## src/rtl/dgsc_pkg.sv

```systemverilog
// Shared constants and types for the dual gain stage serial control link
`default_nettype none
package dgsc_pkg;
  // ************************************************************
  // Word layout
  // ************************************************************
  localparam int WORD_BITS      = 14;
  localparam int GAIN_MSB       = 13;
  localparam int GAIN_LSB       = 8;
  localparam int STAGE_SEL_BIT  = 7;
  localparam int IN_C_BIT       = 6;
  localparam int IN_B_BIT       = 5;
  localparam int IN_A_BIT       = 4;
  localparam int OUT2_MSB       = 3;
  localparam int OUT2_LSB       = 2;
  localparam int OUT1_MSB       = 1;
  localparam int OUT1_LSB       = 0;
  // ************************************************************
  // Gain codes and reset values
  // ************************************************************
  localparam logic [5:0] GAIN_MUTE_CODE = 6'h00;
  localparam logic [5:0] GAIN_MAX_CODE  = 6'h31;
  localparam logic [5:0] GAIN_RESET     = 6'h00;
  localparam logic [2:0] INPUTS_RESET   = 3'h0;
  localparam logic       MUTE_RESET     = 1'b1;
  // ************************************************************
  // Timing: serial clock half period on the host side
  // ************************************************************
  localparam int CLK_PERIOD_NS    = 20;
  localparam int SCLK_HALF_NS     = 250;
  localparam int SCLK_HALF_CYCLES = (SCLK_HALF_NS + CLK_PERIOD_NS - 1) / CLK_PERIOD_NS;
  // ************************************************************
  // Host register offsets
  // ************************************************************
  localparam logic [1:0] ADDR_WORD   = 2'h0;
  localparam logic [1:0] ADDR_STATUS = 2'h1;
  // ************************************************************
  // Output drive modes
  // ************************************************************
  typedef enum logic [1:0] {
    DGSC_OUT_HIGHZ  = 2'h0,
    DGSC_OUT_ENABLE = 2'h1,
    DGSC_OUT_NEG    = 2'h2,
    DGSC_OUT_BIAS   = 2'h3
  } dgsc_drive_type;
  localparam dgsc_drive_type DRIVE_RESET = DGSC_OUT_HIGHZ;
endpackage
`default_nettype wire

```

## src/rtl/dgsc_link_if.sv

```systemverilog
// Three-wire serial control link between host and device
`default_nettype none
interface dgsc_link_if;
  logic serial_clk;
  logic serial_data;
  logic latch_strobe;
  modport host   (output serial_clk, output serial_data, output latch_strobe);
  modport device (input serial_clk, input serial_data, input latch_strobe);
endinterface
`default_nettype wire

```

## src/rtl/dgsc_sync_edge.sv

```systemverilog
// Two-flop synchroniser with rising edge pulse
`default_nettype none
module dgsc_sync_edge (
  // Clock and reset
  input  wire logic clk,
  input  wire logic resetn,
  // Pin in, level and edge out
  input  wire logic pin_in,
  output logic      level,
  output logic      rise
);
  logic meta;
  logic sync;
  logic prev;
  logic next_meta;
  logic next_sync;
  logic next_prev;
  // Next values
  always_comb begin
    next_meta = pin_in;
    next_sync = meta;
    next_prev = sync;
  end
  // Registers
  always_ff @(posedge clk) begin
    if (!resetn) begin
      meta <= 1'b1;
      sync <= 1'b1;
      prev <= 1'b1;
    end else begin
      meta <= next_meta;
      sync <= next_sync;
      prev <= next_prev;
    end
  end
  assign level = sync;
  assign rise  = sync & ~prev;
endmodule
`default_nettype wire

```

## src/rtl/dgsc_device.sv

```systemverilog
// Device end: serial shift register and two stage settings registers
// What this block does
// - Sample data on serial rising edge, MSB first
// - Host holds strobe high while shifting
// - Host pulses strobe high-low-high after fourteen bits
// - Commit word on strobe rising edge only
// - Shifting never changes active settings
// - Bit 7 picks stage; stages independent
// - Bits 13-8 gain code, 2 dB steps
// - Gain code zero mutes the stage
// - Bits 4-6 enable inputs a, b, c; stage two ignores bit 6
// - Bits 1-0 set primary output drive
// - Bits 3-2 set stage one secondary drive
// - Host idles serial clock between words

// Both stages come out of reset muted, with no input selected
// and every output drive at high impedance.
`default_nettype none
module dgsc_device
  import dgsc_pkg::*;
(
  // Clock and reset
  input  wire logic                clk,
  input  wire logic                resetn,
  // Serial link
  dgsc_link_if.device              link,
  // Stage one settings
  output logic [5:0]               stage_one_gain,
  output logic                     stage_one_mute,
  output logic                     stage_one_input_a,
  output logic                     stage_one_input_b,
  output logic                     stage_one_input_c,
  output dgsc_pkg::dgsc_drive_type stage_one_primary_out,
  output dgsc_pkg::dgsc_drive_type stage_one_secondary_out,
  // Stage two settings
  output logic [5:0]               stage_two_gain,
  output logic                     stage_two_mute,
  output logic                     stage_two_input_a,
  output logic                     stage_two_input_b,
  output dgsc_pkg::dgsc_drive_type stage_two_out
);
  import dgsc_pkg::*;

  // ************************************************************
  // Pin synchronisers
  // ************************************************************
  logic sclk_rise;
  logic data_level;
  logic latch_rise;

  // Clock and data pass the same two flops, so the data level seen
  // beside a detected clock rise is the one the host set up for it
  dgsc_sync_edge u_sclk (
    .clk    (clk),
    .resetn (resetn),
    .pin_in (link.serial_clk),
    .level  (),
    .rise   (sclk_rise)
  );
  dgsc_sync_edge u_data (
    .clk    (clk),
    .resetn (resetn),
    .pin_in (link.serial_data),
    .level  (data_level),
    .rise   ()
  );
  dgsc_sync_edge u_latch (
    .clk    (clk),
    .resetn (resetn),
    .pin_in (link.latch_strobe),
    .level  (),
    .rise   (latch_rise)
  );

  // ************************************************************
  // Shift register
  // ************************************************************
  logic [WORD_BITS-1:0] shift;
  logic [WORD_BITS-1:0] next_shift;

  // Shift one bit in at each serial clock rise
  // Extra bits push the oldest out, so the last fourteen count
  always_comb begin
    next_shift = shift;
    if (sclk_rise) begin
      next_shift = {shift[WORD_BITS-2:0], data_level};
    end
  end

  // Register the shift word
  always_ff @(posedge clk) begin
    if (!resetn) begin
      shift <= '0;
    end else begin
      shift <= next_shift;
    end
  end

  // ************************************************************
  // Word decode
  // ************************************************************
  logic [5:0] word_gain;
  logic       word_mute;

  // Gain field with clamp of undocumented codes
  always_comb begin
    word_gain = shift[GAIN_MSB:GAIN_LSB];
    // Codes above the top step store the top step code
    // Clamp high codes
    if (word_gain > GAIN_MAX_CODE) begin
      word_gain = GAIN_MAX_CODE;
    end
    // Mute follows the raw code, not the clamped one
    // Zero code mutes
    word_mute = (shift[GAIN_MSB:GAIN_LSB] == GAIN_MUTE_CODE);
  end

  // ************************************************************
  // Stage settings registers
  // ************************************************************
  logic [5:0]     s1_gain, next_s1_gain, s2_gain, next_s2_gain;
  logic           s1_mute, next_s1_mute, s2_mute, next_s2_mute;
  logic [2:0]     s1_in, next_s1_in;
  logic [1:0]     s2_in, next_s2_in;
  dgsc_drive_type s1_pri, next_s1_pri, s1_sec, next_s1_sec;
  dgsc_drive_type s2_pri, next_s2_pri;

  // The synchronised strobe edge lands two cycles after the pin rise
  // Commit shifted word into the addressed stage
  always_comb begin
    next_s1_gain = s1_gain;
    next_s1_mute = s1_mute;
    next_s1_in   = s1_in;
    next_s1_pri  = s1_pri;
    next_s1_sec  = s1_sec;
    next_s2_gain = s2_gain;
    next_s2_mute = s2_mute;
    next_s2_in   = s2_in;
    next_s2_pri  = s2_pri;
    if (latch_rise) begin
      if (!shift[STAGE_SEL_BIT]) begin
        next_s1_gain = word_gain;
        next_s1_mute = word_mute;
        next_s1_in   = {shift[IN_C_BIT], shift[IN_B_BIT], shift[IN_A_BIT]};
        next_s1_pri  = dgsc_drive_type'(shift[OUT1_MSB:OUT1_LSB]);
        next_s1_sec  = dgsc_drive_type'(shift[OUT2_MSB:OUT2_LSB]);
      end else begin
        next_s2_gain = word_gain;
        next_s2_mute = word_mute;
        // Input c and secondary bits ignored
        next_s2_in   = {shift[IN_B_BIT], shift[IN_A_BIT]};
        next_s2_pri  = dgsc_drive_type'(shift[OUT1_MSB:OUT1_LSB]);
      end
    end
  end

  // Register both stages' settings
  always_ff @(posedge clk) begin
    if (!resetn) begin
      s1_gain <= GAIN_RESET;
      s1_mute <= MUTE_RESET;
      s1_in   <= INPUTS_RESET;
      s1_pri  <= DRIVE_RESET;
      s1_sec  <= DRIVE_RESET;
      s2_gain <= GAIN_RESET;
      s2_mute <= MUTE_RESET;
      s2_in   <= INPUTS_RESET[1:0];
      s2_pri  <= DRIVE_RESET;
    end else begin
      s1_gain <= next_s1_gain;
      s1_mute <= next_s1_mute;
      s1_in   <= next_s1_in;
      s1_pri  <= next_s1_pri;
      s1_sec  <= next_s1_sec;
      s2_gain <= next_s2_gain;
      s2_mute <= next_s2_mute;
      s2_in   <= next_s2_in;
      s2_pri  <= next_s2_pri;
    end
  end

  // ************************************************************
  // Outputs
  // ************************************************************
  // Outputs straight from the settings flops, no logic in between
  assign stage_one_gain          = s1_gain;
  assign stage_one_mute          = s1_mute;
  assign stage_one_input_a       = s1_in[0];
  assign stage_one_input_b       = s1_in[1];
  assign stage_one_input_c       = s1_in[2];
  assign stage_one_primary_out   = s1_pri;
  assign stage_one_secondary_out = s1_sec;
  assign stage_two_gain          = s2_gain;
  assign stage_two_mute          = s2_mute;
  assign stage_two_input_a       = s2_in[0];
  assign stage_two_input_b       = s2_in[1];
  assign stage_two_out           = s2_pri;
endmodule
`default_nettype wire

```

## src/flat_wrapper.sv

```systemverilog
// flat-port wrapper written by rule: the top's interface ports become plain ports
module dgsc_device_flat import dgsc_pkg::*;
  (clk, resetn, stage_one_gain, stage_one_mute, stage_one_input_a, stage_one_input_b, stage_one_input_c, stage_one_primary_out, stage_one_secondary_out, stage_two_gain, stage_two_mute, stage_two_input_a, stage_two_input_b, stage_two_out, link_serial_clk, link_serial_data, link_latch_strobe);
  dgsc_link_if link_i ();
  input  wire logic clk;
  input  wire logic resetn;
  output logic [5:0] stage_one_gain;
  output logic stage_one_mute;
  output logic stage_one_input_a;
  output logic stage_one_input_b;
  output logic stage_one_input_c;
  output dgsc_pkg::dgsc_drive_type stage_one_primary_out;
  output dgsc_pkg::dgsc_drive_type stage_one_secondary_out;
  output logic [5:0] stage_two_gain;
  output logic stage_two_mute;
  output logic stage_two_input_a;
  output logic stage_two_input_b;
  output dgsc_pkg::dgsc_drive_type stage_two_out;
  input wire logic [$bits(link_i.serial_clk)-1:0] link_serial_clk;
  input wire logic [$bits(link_i.serial_data)-1:0] link_serial_data;
  input wire logic [$bits(link_i.latch_strobe)-1:0] link_latch_strobe;
  assign link_i.serial_clk = link_serial_clk;
  assign link_i.serial_data = link_serial_data;
  assign link_i.latch_strobe = link_latch_strobe;
  dgsc_device u_core (.clk(clk), .resetn(resetn), .link(link_i), .stage_one_gain(stage_one_gain), .stage_one_mute(stage_one_mute), .stage_one_input_a(stage_one_input_a), .stage_one_input_b(stage_one_input_b), .stage_one_input_c(stage_one_input_c), .stage_one_primary_out(stage_one_primary_out), .stage_one_secondary_out(stage_one_secondary_out), .stage_two_gain(stage_two_gain), .stage_two_mute(stage_two_mute), .stage_two_input_a(stage_two_input_a), .stage_two_input_b(stage_two_input_b), .stage_two_out(stage_two_out));
endmodule
```

## config.mk

```make
export PLATFORM = sky130hd
export DESIGN_NAME = dgsc_device_flat
export DESIGN_NICKNAME = d
export VERILOG_FILES = /design/src/rtl/dgsc_pkg.sv /design/src/rtl/dgsc_link_if.sv /design/src/rtl/dgsc_sync_edge.sv /design/src/rtl/dgsc_device.sv /design/src/flat_wrapper.sv
export SDC_FILE = /design/constraint.sdc
export NUM_CORES = 1
export LEC_CHECK = 0
export ABC_CLOCK_PERIOD_IN_PS = 3390
export BUFFER_PORTS_ARGS = -buffer_cell sky130_fd_sc_hd__buf_2
export CORE_UTILIZATION = 40
export DETAILED_ROUTE_END_ITERATION = 8
export HOLD_SLACK_MARGIN = 0.03
export MAX_ROUTING_LAYER = met4
export SYNTH_ARGS = -nofsm -noshare
export SYNTH_HDL_FRONTEND = slang
export SYNTH_SLANG_ARGS = --single-unit
```

## constraint.sdc

```tcl
create_clock -name clk -period 3.39 [get_ports clk]
set_input_delay 0.339 -clock clk [delete_from_list [all_inputs] [get_ports clk]]
set_output_delay 0.339 -clock clk [all_outputs]
set_load 0.01 [all_outputs]
```

==> flow_results.xml <==
<?xml version="1.0" encoding="UTF-8"?>
<metrics>
  <group name="yosys">
    <metric name="yosys_register_bits" unit="">47</metric>
    <metric name="yosysWarnings" unit="">0</metric>
    <metric name="post_synth_num_cell_types" unit="">19</metric>
    <metric name="syn_nets" unit="">195</metric>
    <metric name="post_synth_instance_area" unit="mm2">0.00172</metric>
    <metric name="avg_synthesized_cell_area" unit="um2">9.03</metric>
    <metric name="yosysSeqAreaShare" unit="%">54.9</metric>
    <metric name="synth_instances" unit="">190</metric>
  </group>
  <group name="sta">
    <metric name="rsz0062_at_grt" unit="">no</metric>
    <metric name="worstMarginPinSlew" unit="ps">646</metric>
    <metric name="setup_ws" unit="ps">2040</metric>
    <metric name="fmax" unit="MHz">742</metric>
    <metric name="post-route-period-util" unit="%">39.8</metric>
    <metric name="slew_violations" unit="">0</metric>
    <metric name="timing.hold.ws" unit="ps">229</metric>
    <metric name="final.min_clock_period" unit="ps">1350</metric>
    <metric name="max-slew-margin-rel" unit="%">56.9</metric>
    <metric name="setup-violations-final" unit="">0</metric>
    <metric name="setup_tns_final" unit="ps">0</metric>
    <metric name="report.final.hold_viol_count" unit="">0</metric>
    <metric name="finClkSkew" unit="ps">5.22</metric>
  </group>
  <group name="clock_tree">
    <metric name="cts.htree.levels" unit="">2</metric>
    <metric name="clock_tree_from_tritoncts" unit="">built</metric>
    <metric name="quantity_of_gates_resized_following_cts" unit="">0</metric>
    <metric name="total_cts_buffers" unit="">5</metric>
    <metric name="clkLatencyLatePin" unit="ps">290</metric>
    <metric name="clock-sinks" unit="">47</metric>
    <metric name="cts_post_setup_buffers_inserted" unit="">0</metric>
    <metric name="ctsLongestPathBuffers" unit="">2</metric>
    <metric name="clk_root_buffer_cell" unit="">sky130_fd_sc_hd__clkbuf_8</metric>
    <metric name="cts-hold-fix-buffers" unit="">0</metric>
    <metric name="clkSlewWorstSetupHoldPaths" unit="ps">80</metric>
  </group>
  <group name="placed_design">
    <metric name="pre_cts_ws" unit="ps">2040</metric>
    <metric name="dpl.cell_count" unit="">259</metric>
    <metric name="routabilityCongestion" unit="">0.738</metric>
    <metric name="dp_hpwl" unit="mm">2.18</metric>
    <metric name="postPlaceCellArea" unit="mm2">0.00186</metric>
    <metric name="port_buffers" unit="">29</metric>
  </group>
  <group name="power">
    <metric name="intPower" unit="mW">0.755</metric>
    <metric name="share_clk_of_total_power" unit="%">37.9</metric>
    <metric name="switchingPower" unit="mW">0.187</metric>
    <metric name="share_seq_of_total_power" unit="%">59.4</metric>
    <metric name="total_power" unit="mW">0.942</metric>
    <metric name="p_comb_share" unit="%">2.8</metric>
    <metric name="p_per_area" unit="mW/mm2">480</metric>
    <metric name="max-vdd-ir-drop" unit="uV">290</metric>
    <metric name="netSwitchingFraction" unit="%">19.9</metric>
    <metric name="power.static_leakage" unit="nW">0.747</metric>
  </group>
  <group name="route">
    <metric name="drt-pass1-iter-count" unit="">4</metric>
    <metric name="drt-wirelength-per-cell" unit="um">12.3</metric>
    <metric name="drc" unit="">0</metric>
    <metric name="postRouteAntennaNets" unit="">0</metric>
    <metric name="initialDrtViolationCount" unit="">64</metric>
    <metric name="dr_total_vias" unit="">1312</metric>
    <metric name="wirelength" unit="mm">3.29</metric>
    <metric name="detail_routed_via_count_per_cell" unit="">4.91</metric>
  </group>
  <group name="flow_run">
    <metric name="cap_viol_max_count" unit="">0</metric>
  </group>
  <group name="global_routing">
    <metric name="aggregate_global_route_resource_usage" unit="%">17.0</metric>
    <metric name="grt_antenna_before_repair" unit="">0</metric>
    <metric name="grt_pass1_wl" unit="mm">5.54</metric>
    <metric name="maximum_number_of_pins_on_one_net_before_global_route_repair" unit="">48</metric>
    <metric name="grt_use_met2" unit="%">30.8</metric>
    <metric name="grt-busiest-layer" unit="">met2</metric>
    <metric name="overflow" unit="">0</metric>
    <metric name="globalRouteMet1Util" unit="%">17.2</metric>
    <metric name="grt_pass1_vias" unit="">1325</metric>
    <metric name="grt_use_met3" unit="%">4.39</metric>
  </group>
  <group name="finish">
    <metric name="design_area" unit="mm2">0.00196</metric>
    <metric name="area_delta_synth_final" unit="%">14.4</metric>
    <metric name="layout_common_cells" unit="">sky130_fd_sc_hd__nand2_1 (67), sky130_fd_sc_hd__dfxtp_1 (47), sky130_fd_sc_hd__buf_2 (29), sky130_fd_sc_hd__a21boi_0 (21), sky130_fd_sc_hd__a21boi_1 (14)</metric>
    <metric name="mostFrequentLayoutCell" unit="">sky130_fd_sc_hd__nand2_1</metric>
    <metric name="drive_gt1_share" unit="%">18.0</metric>
    <metric name="diodes" unit="">0</metric>
    <metric name="post-route-util" unit="%">48.4</metric>
    <metric name="number_of_cells_in_the_finished_layout_apart_from_fillers" unit="">267</metric>
    <metric name="final_net_count" unit="">221</metric>
  </group>
  <group name="setup_path">
    <metric name="timing.critical_path.arrival" unit="ps">1570</metric>
    <metric name="crit_required" unit="ps">3610</metric>
    <metric name="cp-start-kind" unit="">flop</metric>
    <metric name="timing_worst_setup_path_type" unit="">flop to flop</metric>
    <metric name="timing.critical_path.fanout_max" unit="">15</metric>
    <metric name="critical_path.endpoint_type" unit="">flop</metric>
    <metric name="origin_of_the_critical_flop_to_flop_path" unit="">u_core.u_latch.level$_SDFF_PN1_</metric>
    <metric name="critical_path.startpoint" unit="">u_core.u_latch.level$_SDFF_PN1_</metric>
  </group>
  <group name="outcome">
    <metric name="outcome" unit="">finished, final reports clean</metric>
  </group>
  <group name="die">
    <metric name="die_width" unit="um">67.5</metric>
    <metric name="design.portCount" unit="">30</metric>
    <metric name="fp.dieH" unit="um">67.5</metric>
    <metric name="rows" unit="">23</metric>
    <metric name="core_region_area" unit="mm2">0.00406</metric>
    <metric name="fp.dieArea" unit="mm2">0.00455</metric>
    <metric name="initial_core_util" unit="%">42.3</metric>
  </group>
  <group name="hold_path">
    <metric name="hold_class" unit="">input pin to flop</metric>
    <metric name="worst_hold_startpoint" unit="">link_serial_data</metric>
  </group>
</metrics>
logic make-up after synthesis:
kind of cell,after synthesis,share of synthesized area [%]
flip-flops,47,54.9
buffers and inverters,10,3.50
AO/OA/AOI/OAI,40,17.1
AND/OR/NAND/NOR,93,24.6
synth_stat cells:
master,count,area (um2)
sky130_fd_sc_hd__nor3_1,2,10.0
sky130_fd_sc_hd__nand3b_1,1,7.51
sky130_fd_sc_hd__nor3b_4,1,18.8
sky130_fd_sc_hd__and3b_1,1,8.76
sky130_fd_sc_hd__nand2b_1,9,56.3
sky130_fd_sc_hd__buf_2,3,15.0
sky130_fd_sc_hd__a21boi_0,21,158
sky130_fd_sc_hd__buf_4,1,7.51
sky130_fd_sc_hd__a21boi_1,14,105
sky130_fd_sc_hd__and2b_1,1,7.51
sky130_fd_sc_hd__buf_6,2,22.5
sky130_fd_sc_hd__a21oi_1,2,10.0
sky130_fd_sc_hd__dfxtp_1,47,941
sky130_fd_sc_hd__clkbuf_1,4,15.0
sky130_fd_sc_hd__or3b_4,1,11.3
sky130_fd_sc_hd__o21ai_0,2,10.0
sky130_fd_sc_hd__o21ba_2,1,10.0
sky130_fd_sc_hd__nand3_1,10,50.1
sky130_fd_sc_hd__nand2_1,67,251
flip-flops by register name, summed over array words and instances, names as in the netlist:
register	count
u_core.stage_two_mute	1
u_core.u_sclk.meta	1
u_core.u_latch.level	1
u_core.stage_two_gain	6
u_core.u_data.level	1
u_core.stage_one_secondary_out	2
u_core.stage_two_out	2
u_core.s1_in	3
u_core.u_data.meta	1
u_core.u_sclk.prev	1
u_core.s2_in	2
u_core.stage_one_mute	1
u_core.shift	14
u_core.stage_one_gain	6
u_core.stage_one_primary_out	2
u_core.u_latch.meta	1
u_core.u_latch.prev	1
u_core.u_sclk.level	1
power by group through the flow:
stage	sequential, mW	combinational (mW)	clock (mW)
after floorplan	0.572	0.0210	0
after global placement	0.572	0.0260	0
after detailed placement	0.572	0.0264	0
after CTS	0.559	0.0265	0.364
after global routing	0.560	0.0289	0.389
final	0.559	0.0260	0.357
per-layer routing:
| layer | wire (um) | up-vias |
|---|---|---|
| met5 | 0 | - |
| met3 | 108 | 6 |
| met4 | 45 | 0 |
| li1 | - | 670 |
| met2 | 1720 | 21 |
| met1 | 1420 | 615 |
critical path, stage by stage (launching register included):
cell                      delay [ps]
sky130_fd_sc_hd__dfxtp_1         390
sky130_fd_sc_hd__nor3b_4         590
sky130_fd_sc_hd__o21ai_0         160
sky130_fd_sc_hd__a21oi_1         150
layout make-up:
type	count	area, um2
Fill cell	428	2090
Sequential cell	47	941
Multi-Input combinational cell	133	714
Timing Repair Buffer	29	145
Clock buffer	8	100
Tap cell	50	62.6
path summary, 6_finish.rpt:
check	end	slack, ps	cells past startpoint
setup / recovery	u_core.stage_one_gain[0]$_SDFFE_PN0P_	2040	3
hold / removal	u_core.u_data.meta$_SDFF_PN1_	230	2
setup reg to reg	u_core.stage_one_gain[0]$_SDFFE_PN0P_	2040	3
hold reg to reg	u_core.u_latch.level$_SDFF_PN1_	410	1
Note: power is estimated with default switching activity, not from simulation.
